**src/include/dicr_pkg.sv**
```systemverilog
// Purpose: constants and carriers for the input configuration registers
// Assumes: 16-bit registers on a plain strobe port, index addressing
// Notes:
// Notes on behaviour
// - bit 9 of parity word makes the word sync strobe the parity source.
// - bit 6 complements in-phase channel data, like swapping its line polarity.
// - bit 5 complements quadrature channel data, like swapping its line polarity.
// - bit 3 enables the pointers-two-apart buffer alarm; resets to one.
// - bit 2 enables the pointers-one-apart buffer alarm; resets to one.
// - bit 1 enables the pointer collision buffer alarm; resets to one.
// - mode bit 15 selects word-wide input when set, byte-wide when clear; resets byte-wide.
// - mode bit 14 lets conversion clock loss shut the outputs off.
// - mode bit 13 lets input data clock loss shut the outputs off.
// - mode bit 12 lets pointer collision alarms shut the outputs off.
// - mode bit 7 selects four-wire serial port when set, three-wire when clear.
// - mode bit 6 enables the complex mixer.
// - mode bit 5 adds 6dB gain to the mixer output.
// - mode bit 4 enables the oscillator; coarse mixing does not need it.
// - bus reversal bit reverses input bus bit order, msb becomes lsb.
// - mode bit 1 selects two's complement input when set, offset binary when clear.
// - parity polarity bit selects even parity at zero, odd at one.
package dicr_pkg;
    localparam logic [7:0]  PARITY_ALARM_CONTROL_IDX = 8'h01;
    localparam logic [7:0]  INPUT_MODE_CONTROL_IDX   = 8'h02;
    // parity word bits 11, 9, 8, 6, 5, 3, 2 and 1 are held here; the other bits read zero
    localparam logic [15:0] PARITY_ALARM_RESET       = 16'h010e;
    localparam logic [15:0] PARITY_ALARM_MASK        = 16'h0b6e;
    localparam logic [15:0] INPUT_MODE_RESET         = 16'h7000;
    localparam logic [15:0] INPUT_MODE_MASK          = 16'hf0fa;
    localparam int PAR_ODD_BIT       = 11;
    localparam int PAR_SYNC_SRC_BIT  = 9;
    localparam int PAR_RSVD_BIT      = 8;
    localparam int INPHASE_INV_BIT   = 6;
    localparam int QUAD_INV_BIT      = 5;
    localparam int TWO_APART_BIT     = 3;
    localparam int ONE_APART_BIT     = 2;
    localparam int COLLIDE_BIT       = 1;
    localparam int WORD_WIDE_BIT     = 15;
    localparam int CONV_CLK_GONE_BIT = 14;
    localparam int DATA_CLK_GONE_BIT = 13;
    localparam int COLLIDE_GONE_BIT  = 12;
    localparam int FOUR_WIRE_BIT     = 7;
    localparam int MIXER_BIT         = 6;
    localparam int MIXER_GAIN_BIT    = 5;
    localparam int OSC_BIT           = 4;
    localparam int REV_BUS_BIT       = 3;
    localparam int TWOS_BIT          = 1;

    typedef struct packed {
        logic odd_parity;
        logic sync_parity_source;
        logic inphase_invert;
        logic quadrature_invert;
        logic two_apart_alarm_enable;
        logic one_apart_alarm_enable;
        logic collision_alarm_enable;
        logic word_wide_select;
        logic conv_clk_gone_shutdown;
        logic data_clk_gone_shutdown;
        logic collision_shutdown;
        logic four_wire_port_select;
        logic mixer_enable;
        logic mixer_gain_6db;
        logic oscillator_enable;
        logic bus_reverse;
        logic twos_complement;
    } dicr_cfg_s;
endpackage

```
**src/core/dicr_regs.sv**
```systemverilog
// Purpose: parity/alarm and input mode configuration registers
// Assumes: single clock, synchronous active-low reset, read data one cycle after strobe
// Notes: unmapped indices read zero; writes to them are dropped
//
// The implementer's own choice: strobed register access.
`timescale 1ns/10ps
`default_nettype none
module dicr_regs (
    input  wire logic             clk,
    input  wire logic             resetn,
    input  wire logic [7:0]       addr,
    input  wire logic [15:0]      wdata,
    input  wire logic             wr,
    input  wire logic             rd,
    output logic      [15:0]      rdata,
    output dicr_pkg::dicr_cfg_s   cfg
);
    logic [15:0] parity_alarm_control;
    logic [15:0] input_mode_control;

    // reserved bits outside the masks stay at reset value; bit 8 writable so software can clear it
    always_ff @(posedge clk) begin
        if (!resetn) begin
            parity_alarm_control <= dicr_pkg::PARITY_ALARM_RESET;
        end else if (wr && addr == dicr_pkg::PARITY_ALARM_CONTROL_IDX) begin
            parity_alarm_control <= wdata & dicr_pkg::PARITY_ALARM_MASK;
        end
    end

    always_ff @(posedge clk) begin
        if (!resetn) begin
            input_mode_control <= dicr_pkg::INPUT_MODE_RESET;
        end else if (wr && addr == dicr_pkg::INPUT_MODE_CONTROL_IDX) begin
            input_mode_control <= wdata & dicr_pkg::INPUT_MODE_MASK;
        end
    end

    always_ff @(posedge clk) begin
        if (!resetn) begin
            rdata <= 16'h0000;
        end else if (rd && addr == dicr_pkg::PARITY_ALARM_CONTROL_IDX) begin
            rdata <= parity_alarm_control;
        end else if (rd && addr == dicr_pkg::INPUT_MODE_CONTROL_IDX) begin
            rdata <= input_mode_control;
        end else begin
            rdata <= 16'h0000;
        end
    end

    // one flop per field so datapath consumers see a flop, one cycle after the register
    logic odd_parity;
    logic sync_parity_source;
    logic inphase_invert;
    logic quadrature_invert;
    logic two_apart_alarm_enable;
    logic one_apart_alarm_enable;
    logic collision_alarm_enable;
    logic word_wide_select;
    logic conv_clk_gone_shutdown;
    logic data_clk_gone_shutdown;
    logic collision_shutdown;
    logic four_wire_port_select;
    logic mixer_enable;
    logic mixer_gain_6db;
    logic oscillator_enable;
    logic bus_reverse;
    logic twos_complement;

    always_ff @(posedge clk) begin
        if (!resetn) begin
            odd_parity <= 1'b0;
        end else begin
            odd_parity <= parity_alarm_control[dicr_pkg::PAR_ODD_BIT];
        end
    end

    always_ff @(posedge clk) begin
        if (!resetn) begin
            sync_parity_source <= 1'b0;
        end else begin
            sync_parity_source <= parity_alarm_control[dicr_pkg::PAR_SYNC_SRC_BIT];
        end
    end

    always_ff @(posedge clk) begin
        if (!resetn) begin
            inphase_invert <= 1'b0;
        end else begin
            inphase_invert <= parity_alarm_control[dicr_pkg::INPHASE_INV_BIT];
        end
    end

    always_ff @(posedge clk) begin
        if (!resetn) begin
            quadrature_invert <= 1'b0;
        end else begin
            quadrature_invert <= parity_alarm_control[dicr_pkg::QUAD_INV_BIT];
        end
    end

    always_ff @(posedge clk) begin
        if (!resetn) begin
            two_apart_alarm_enable <= 1'b0;
        end else begin
            two_apart_alarm_enable <= parity_alarm_control[dicr_pkg::TWO_APART_BIT];
        end
    end

    always_ff @(posedge clk) begin
        if (!resetn) begin
            one_apart_alarm_enable <= 1'b0;
        end else begin
            one_apart_alarm_enable <= parity_alarm_control[dicr_pkg::ONE_APART_BIT];
        end
    end

    always_ff @(posedge clk) begin
        if (!resetn) begin
            collision_alarm_enable <= 1'b0;
        end else begin
            collision_alarm_enable <= parity_alarm_control[dicr_pkg::COLLIDE_BIT];
        end
    end

    always_ff @(posedge clk) begin
        if (!resetn) begin
            word_wide_select <= 1'b0;
        end else begin
            word_wide_select <= input_mode_control[dicr_pkg::WORD_WIDE_BIT];
        end
    end

    always_ff @(posedge clk) begin
        if (!resetn) begin
            conv_clk_gone_shutdown <= 1'b0;
        end else begin
            conv_clk_gone_shutdown <= input_mode_control[dicr_pkg::CONV_CLK_GONE_BIT];
        end
    end

    always_ff @(posedge clk) begin
        if (!resetn) begin
            data_clk_gone_shutdown <= 1'b0;
        end else begin
            data_clk_gone_shutdown <= input_mode_control[dicr_pkg::DATA_CLK_GONE_BIT];
        end
    end

    always_ff @(posedge clk) begin
        if (!resetn) begin
            collision_shutdown <= 1'b0;
        end else begin
            collision_shutdown <= input_mode_control[dicr_pkg::COLLIDE_GONE_BIT];
        end
    end

    always_ff @(posedge clk) begin
        if (!resetn) begin
            four_wire_port_select <= 1'b0;
        end else begin
            four_wire_port_select <= input_mode_control[dicr_pkg::FOUR_WIRE_BIT];
        end
    end

    always_ff @(posedge clk) begin
        if (!resetn) begin
            mixer_enable <= 1'b0;
        end else begin
            mixer_enable <= input_mode_control[dicr_pkg::MIXER_BIT];
        end
    end

    always_ff @(posedge clk) begin
        if (!resetn) begin
            mixer_gain_6db <= 1'b0;
        end else begin
            mixer_gain_6db <= input_mode_control[dicr_pkg::MIXER_GAIN_BIT];
        end
    end

    always_ff @(posedge clk) begin
        if (!resetn) begin
            oscillator_enable <= 1'b0;
        end else begin
            oscillator_enable <= input_mode_control[dicr_pkg::OSC_BIT];
        end
    end

    always_ff @(posedge clk) begin
        if (!resetn) begin
            bus_reverse <= 1'b0;
        end else begin
            bus_reverse <= input_mode_control[dicr_pkg::REV_BUS_BIT];
        end
    end

    always_ff @(posedge clk) begin
        if (!resetn) begin
            twos_complement <= 1'b0;
        end else begin
            twos_complement <= input_mode_control[dicr_pkg::TWOS_BIT];
        end
    end

    // packing only: every field is still a flop output
    assign cfg = '{odd_parity, sync_parity_source, inphase_invert, quadrature_invert,
                   two_apart_alarm_enable, one_apart_alarm_enable, collision_alarm_enable,
                   word_wide_select, conv_clk_gone_shutdown, data_clk_gone_shutdown, collision_shutdown,
                   four_wire_port_select, mixer_enable, mixer_gain_6db, oscillator_enable,
                   bus_reverse, twos_complement};

    // strobes qualified by index, shared by the checks below
    logic wr_parity;
    logic wr_mode;
    logic rd_parity;
    logic rd_mode;
    always_comb begin
        wr_parity = wr && addr == dicr_pkg::PARITY_ALARM_CONTROL_IDX;
        wr_mode   = wr && addr == dicr_pkg::INPUT_MODE_CONTROL_IDX;
        rd_parity = rd && addr == dicr_pkg::PARITY_ALARM_CONTROL_IDX;
        rd_mode   = rd && addr == dicr_pkg::INPUT_MODE_CONTROL_IDX;
    end
endmodule
`default_nettype wire

```
**config.mk**
```make
export PLATFORM = sky130hd
export DESIGN_NAME = dicr_regs
export DESIGN_NICKNAME = d
export VERILOG_FILES = /design/src/include/dicr_pkg.sv /design/src/core/dicr_regs.sv
export SDC_FILE = /design/constraint.sdc
export NUM_CORES = 1
export LEC_CHECK = 0
export ABC_AREA = 0
export BUFFER_PORTS_ARGS = -buffer_cell sky130_fd_sc_hd__buf_2
export CAP_MARGIN = 30
export CORE_MARGIN = 2
export CORE_UTILIZATION = 45
export CTS_BUF_LIST = sky130_fd_sc_hd__clkbuf_8
export CTS_CLUSTER_DIAMETER = 40
export DETAILED_ROUTE_END_ITERATION = 16
export GPL_TIMING_DRIVEN = 1
export PLACE_DENSITY = 0.73
export SETUP_SLACK_MARGIN = 0.15
export SLEW_MARGIN = 20
export SYNTH_ARGS = -nofsm -noshare
export SYNTH_HDL_FRONTEND = slang
export SYNTH_SLANG_ARGS = --single-unit
```
**constraint.sdc**
```tcl
create_clock -name clk -period 1.8 [get_ports clk]
set_input_delay 0.36 -clock clk [delete_from_list [all_inputs] [get_ports clk]]
set_output_delay 0.36 -clock clk [all_outputs]
set_load 0.005 [all_outputs]
```
=== After elaboration in Yosys (flattened, before gate mapping) ===
Cells that the tools add are included.

* Output and inout port bits: 33
* Bits in registers: 51
* Input port bits: 28
* Word-level logic and storage cells: 34

* Muxes and demuxes: 2
* Bitwise gates (word level): 2
* Reduce and logical (&&, ||, !) cells: 6
* Equality and inequality tests: 2

{| class="wikitable"
|+ Operators with widths
! cell !! number
|-
| 12-bit 2-to-1 mux || 1
|-
| 8-bit by 1-bit equality test with 1-bit output, second input constant || 1
|-
| 8-bit by 2-bit equality test with 1-bit output, second input constant || 1
|-
| 8-bit 2-to-1 mux || 1
|-
| 1-bit logical AND || 4
|-
| 3-bit OR reduction || 1
|-
| 1-bit inverter || 2
|-
| 2-bit OR reduction || 1
|}

=== Depth between registers and ports, before layout ===
Gate-level depths: netlist (run 1).

* Depth in word-level cells: 4
* Gate-level depth with buffers: 4

=== Worst setup path after synthesis (run 1) ===
Ideal clock, no wire load.

* Path type: input port to flip-flop
* Start: input port addr[5]
* End: register rdata[1]
* Path slack: 0.212 ns
* Buffers on the path: 1
* Arrival time: 1.523 ns
* Data required time: 1.735 ns
* Cell stages on the path: 4
* Library setup time: 0.065 ns
* Path through: or4_1 buf_6 or3_4 nor2_1

* Word-level cells in the longest chain between the ends: 4
* Elaborated cells between the ends (all ways): 6
* Those cells by class: eq/ne: 2; mux: 2; reduce/logical: 2

{| class="wikitable"
|+ RTL lines
! item !! line !! text
|-
| start, declared || dicr_regs.sv:11 || <nowiki>input wire logic [7:0] addr,</nowiki>
|-
| 8-bit by 2-bit equality test with 1-bit output || - ||
|-
| 1-bit logical AND || - ||
|-
| 8-bit 2-to-1 mux || dicr_regs.sv:43 || <nowiki>end else if (rd && addr == dicr_pkg::INPUT_MODE_CONTROL_IDX) begin</nowiki>
|-
| 12-bit 2-to-1 mux * || dicr_regs.sv:41 || <nowiki>end else if (rd && addr == dicr_pkg::PARITY_ALARM_CONTROL_IDX) begin</nowiki>
|-
| end signal, assigned || dicr_regs.sv:42 || <nowiki>rdata <= parity_alarm_control;</nowiki>
|-
| end signal, assigned || dicr_regs.sv:44 || <nowiki>rdata <= input_mode_control;</nowiki>
|-
| end, declared || dicr_regs.sv:15 || <nowiki>output logic [15:0] rdata,</nowiki>
|}

Mark *: on every way between the ends. The rest lies on a longest branch, timed or not.
A chain may end at the register's enable or synchronous reset.

=== Final worst setup path (run 1) ===
* Start: input port addr[5]
* End: register rdata[9]

* Word-level cells in the longest chain between the ends: 3

{| class="wikitable"
|+ RTL lines
! item !! line
|-
| 8-bit by 1-bit equality test with 1-bit output || -
|-
| 1-bit logical AND || -
|-
| 12-bit 2-to-1 mux || dicr_regs.sv:41
|}

Every way passes these cells.

==> qor.yml, run 1 <==
cells_and_area:
  nNetsFinal: 258
  drive_above_1_share_pct: 36.09
  area_growth_pct: 19.78
  antenna_cells: 0
  regMostFlops: "rdata"
  reg_top3: "rdata x14, input_mode_control x10, parity_alarm_control x8"
  post-route-util_pct: 57.49
  largest_register_ffs: 14
grt:
  grt_pass1_vias: 1195
  grt_max_degree: 20
  grt_pass1_wl_um: 5264
  grt-ovfl-total: 0
  grt_use_total_pct: 15.99
  antenna_found_initial: 0
  grt_use_met2_pct: 25.00
  met3_usage_pct: 4.500
  grt.busiest_layer: "met2"
  grt_use_met1_pct: 19.83
clock_network:
  cts_tree: "yes"
  cts_hold_buffers: 0
  path_clk_slew_ps: 80
  root_buffer: "clkbuf_8"
  cts_sinks: 49
  clk_latency_ps: 290
  cts-resized-gates: 0
  ctsHtreeMaxLevel: 2
  cts_setup_buffers: 0
  max-clock-path-buffers: 2
  cts_buffers: 5
drt:
  viasPerCell: 4.619
  drt-pass1-iter-count: 4
  detail_route.iter0.violations: 41
  drtAntennaViolNets: 0
  drc_errors: 0
  num_vias: 1284
  routed_wl_um: 3189
  wl_per_cell_um: 11.47
synth:
  synth_warnings: 0
  netlist_area_um2: 1797
  ys_seq_area_share_pct: 54.60
  yosys_register_bits: 49
  ys_types: 26
  syn_avg_cell_area_um2: 10.04
  synth_cells: 179
sta:
  period_share_pct: 84.99
  min_period_ps: 1530
  setup_violations: 0
  setup_tns_ps: 0
  max_freq_mhz: 653.7
  skew_ps: 4.109
  rsz0062_at_grt: "no"
  drv_slew: 0
  fin_ws_ps: 270.2
  hold_viol: 0
die:
  die_area_um2: 4514
  start_util_pct: 47.99
  core-area_um2: 3744
  pin_count: 61
  die_w_um: 67.19
  row_count: 22
  dieHeight_um: 67.19
run_status:
  status: "finished, final reports clean"
worst_setup_path:
  r2r-start: "parity_alarm_control[3]"
  crit_path_end_kind: "flop"
  r2r_end: "rdata[3]"
  critPathKind: "input port to flop"
  path_max_fanout: 5
  crit_arrival_ps: 1770
  critPathLaunchType: "input port"
  cp.required_ps: 2040
  crit_end: "rdata[9]"
  reg2reg_depth: 2
  r2r_slack_ps: 1140
  setup.worst_path.start: "addr[5]"
power:
  power_density_nw_per_um2: 846.3
  irDropWorstVdd_mv: 0.5091
  switchingPower_mw: 0.3803
  p_leak_nw: 1.142
  clkPwrFrac_pct: 34.1
  sw_frac_of_total_pct: 20.88
  combPwrFrac_pct: 5.9
  seq_power_share_pct: 60.0
  internal_power_mw: 1.441
min_path:
  min_path_type: "input port to flop"
placement:
  dp_hpwl_um: 2373
  post-place-ws_ps: -41.31
  gp_congestion: 0.7859
  port_buffers: 56
flow_run:
  cap_violations: 0
-- cell families (layout without fill, tap and decap cells) --
kind of cell,Yosys count,in the layout,synth area share (%)
buffers and inverters,38,88,12.33
AOI/OAI and AO/OA,11,11,4.596
muxes,11,11,6.128
other,1,2,0.2087
DFF,49,49,54.60
and+or+nand+nor,69,69,22.14
-- worst min-delay path by stage --
stage / start / end / slack, ps / cells after the start
floorplan: input_mode_control[7] / four_wire_port_select / 420 / 2
global placement: input_mode_control[15] / word_wide_select / 440 / 2
detailed placement: input_mode_control[15] / word_wide_select / 440 / 2
CTS: wdata[7] / input_mode_control[7] / 290 / 3
global route: wdata[7] / input_mode_control[7] / 300 / 3
finish: wdata[4] / input_mode_control[4] / 300 / 3
-- metal layers --
layer / vias up / wire (um)
li1: 673 / -
met1: 567 / 1483
met2: 40 / 1425
met3: 4 / 232
met4: 0 / 47
met5: - / 0
-- layout by cell type (no fill, tap or decap), types with 2 or more instances in the layout --
master and instances:
dfxtp_1 49, nand4_1 7, inv_1 12, and2_1 12, buf_2 56, nor2_1 4
clkbuf_8 6, nand2b_1 2, nand3_1 8, conb_1 2, nor2b_1 2, nand2_1 21
a22oi_1 4, and3_1 4, o31ai_1 7, mux2i_1 11, buf_4 14
-- layout make-up --
cell class | instances | area (um^2)
fillers | 357 | 1592
flip-flops and latches | 49 | 980.9
multi-input cells | 93 | 598.1
repair buffers | 70 | 385.4
clock buffers | 6 | 82.58
well taps | 48 | 60.06
inverters | 11 | 41.29
clock inverters | 1 | 3.754
-- worst max-delay path, stage by stage --
cell and delay (ps):
buf_2 100, or4_1 650, buf_4 200, nor3_1 170
buf_4 150, and3_1 140
-- through the flow --
step                      cell area (um^2)  std cells  hold WS [ps]  total power [mW]
after global routing                  2152        278         300.5             1.899
after CTS                             2152        278         289.8             1.841
after floorplan                       1800        180         419.1             1.181
after global placement                2066        271         438.0             1.225
after detailed placement              2066        271         441.0             1.226
final                                 2152        278         298.7             1.821
-- Yosys cell counts, drive strengths merged --
| library cell | instances | area (um^2) |
|---|---|---|
| a22oi | 4 | 30.03 |
| and2 | 12 | 75.07 |
| and3 | 4 | 25.02 |
| buf | 20 | 153.9 |
| clkbuf | 7 | 26.28 |
| conb | 1 | 3.750 |
| dfxtp | 49 | 980.9 |
| inv | 11 | 41.29 |
| mux2i | 11 | 110.1 |
| nand2 | 21 | 78.83 |
| nand2b | 2 | 12.51 |
| nand3 | 9 | 50.05 |
| nand4 | 7 | 43.79 |
| nor2 | 4 | 15.01 |
| nor2b | 2 | 12.51 |
| nor3 | 1 | 5.000 |
| nor3b | 1 | 12.51 |
| nor4 | 2 | 33.78 |
| o31ai | 7 | 52.55 |
| or2 | 1 | 6.260 |
| or3 | 1 | 11.26 |
| or3b | 1 | 8.760 |
| or4 | 1 | 7.510 |
-- power by group through the flow --
stage	registers [mW]	clock network (mW)	logic, mW
finish	1.09	0.621	0.107
global route	1.09	0.685	0.119
CTS	1.09	0.641	0.108
detailed placement	1.12	0	0.107
global placement	1.12	0	0.106
floorplan	1.12	0	0.0624
(Power assumes the default switching activity.)
==> inputs of run 2 (changes only) <==
clock period = 1.5 ns   (was 1.8 ns; I/O delays follow)
==> qor.yml, run 2 (same netlist as run 1, synthesis figures left out) <==
sta:
  holdWs_ps: 238.2
  rsz0062_at_grt: "no"
  setup_violations: 0
  min_period_ps: 1304
  max_freq_mhz: 767.0
  hold_viol: 0
  setup_tns_ps: 0
  skew_ps: 3.027
  fin_ws_ps: 196.2
  drv_slew: 0
  period_share_pct: 86.92
die:
  die_w_um: 67.19
  dieHeight_um: 67.19
  core-area_um2: 3744
  die_area_um2: 4514
  row_count: 22
  start_util_pct: 47.99
  pin_count: 61
clock_network:
  root_buffer: "clkbuf_8"
  cts_buffers: 5
  cts_sinks: 49
  path_clk_slew_ps: 80
  max-clock-path-buffers: 2
  cts_hold_buffers: 0
  ctsHtreeMaxLevel: 2
  clk_latency_ps: 290
  cts-resized-gates: 0
  cts_tree: "yes"
  cts_setup_buffers: 0
worst_setup_path:
  cpLargestDelayFamily: "simple AND/OR/NAND/NOR gates"
  r2r_slack_ps: 820
  critPathKind: "input port to flop"
  slowest_stage: "or4_4"
  crit_path_end_kind: "flop"
  cp.required_ps: 1740
  path_buf_inv: 1
  worstPathCellList: "buf_2 > or4_4 > or3_4 > nor2_1"
  crit_arrival_ps: 1540
  critPathLaunchType: "input port"
  path_max_fanout: 10
  critPathMaxStageDelay_ps: 610
cells_and_area:
  largest_register_ffs: 14
  area_growth_pct: 21.31
  post-route-util_pct: 58.22
  mostFrequentLayoutCells: "buf_2 (56), dfxtp_1 (49), nand2_1 (21)"
  antenna_cells: 0
  design_area_um2: 2180
  layout_commonest_cell: "buf_2"
  reg_top3: "rdata x14, input_mode_control x10, parity_alarm_control x8"
  regMostFlops: "rdata"
  nNetsFinal: 256
  drive_above_1_share_pct: 36.24
  fin_cells: 277
  nFillCells: 360
power:
  p_leak_nw: 1.149
  clkPwrFrac_pct: 39.4
  power_mw: 2.385
  power_density_nw_per_um2: 1094
  internal_power_mw: 1.908
  seq_power_share_pct: 55.0
  switchingPower_mw: 0.4768
  irDropWorstVdd_mv: 0.7090
  sw_frac_of_total_pct: 19.99
  combPwrFrac_pct: 5.6
placement:
  place_area_um2: 2063
  gp_congestion: 0.7812
  post-place-ws_ps: -119.1
  dp.cells: 269
  dp_hpwl_um: 2413
  port_buffers: 56
grt:
  grt_max_degree: 34
  grt_pass1_wl_um: 5306
  grt_use_total_pct: 16.11
  grt_pass1_vias: 1204
  antenna_found_initial: 0
  grt-ovfl-total: 0
min_path:
  min_path_type: "input port to flop"
drt:
  drtAntennaViolNets: 0
  drc_errors: 0
  wl_per_cell_um: 11.86
  routed_wl_um: 3284
  num_vias: 1298
  detail_route.iter0.violations: 47
  viasPerCell: 4.686
  drt-pass1-iter-count: 4
run_status:
  status: "finished, final reports clean"
flow_run:
  cap_violations: 0
## run 2: worst register-to-register path: stages (launching register included)
cell,delay [ps]
dfxtp_1,340
a22oi_1,170
nor2_1,70
## run 2: path summary, 6_finish.rpt
check / from / end / cells past startpoint
worst max register to register: parity_alarm_control[3] / rdata[3] / 2
worst max-delay path: addr[5] / rdata[6] / 4
worst min-delay path: wdata[7] / input_mode_control[7] / 3
worst min register to register: input_mode_control[4] / oscillator_enable / 2
## run 2: power groups by stage
stage | combinational, mW | sequential, mW | clock, mW
after global routing | 0.146 | 1.31 | 1.03
after floorplan | 0.0762 | 1.34 | 0
final | 0.134 | 1.31 | 0.939
after global placement | 0.134 | 1.34 | 0
after detailed placement | 0.134 | 1.34 | 0
after CTS | 0.135 | 1.31 | 0.967
## run 2: area by class of cell
cell class / instances / area [um^2] / area share [%]
flip-flops and latches: 49 / 980.9 / 45.01
repair buffers: 68 / 370.4 / 16.99
clock inverters: 2 / 33.78 / 1.550
inverters: 11 / 41.29 / 1.894
well taps: 48 / 60.06 / 2.755
clock buffers: 6 / 82.58 / 3.789
multi-input cells: 93 / 610.6 / 28.01
## run 2: per-layer routing
metal  wire length, um  part of all wire, %  up-vias  global-route usage, %
li1                  -                    -      669                      -
met1              1455                   44      590                  19.35
met2              1577                   48       34                  26.61
met3               199                  6.1        5                  4.500
met4                51                  1.6        0                  7.653
met5                 0                    0        -                      0
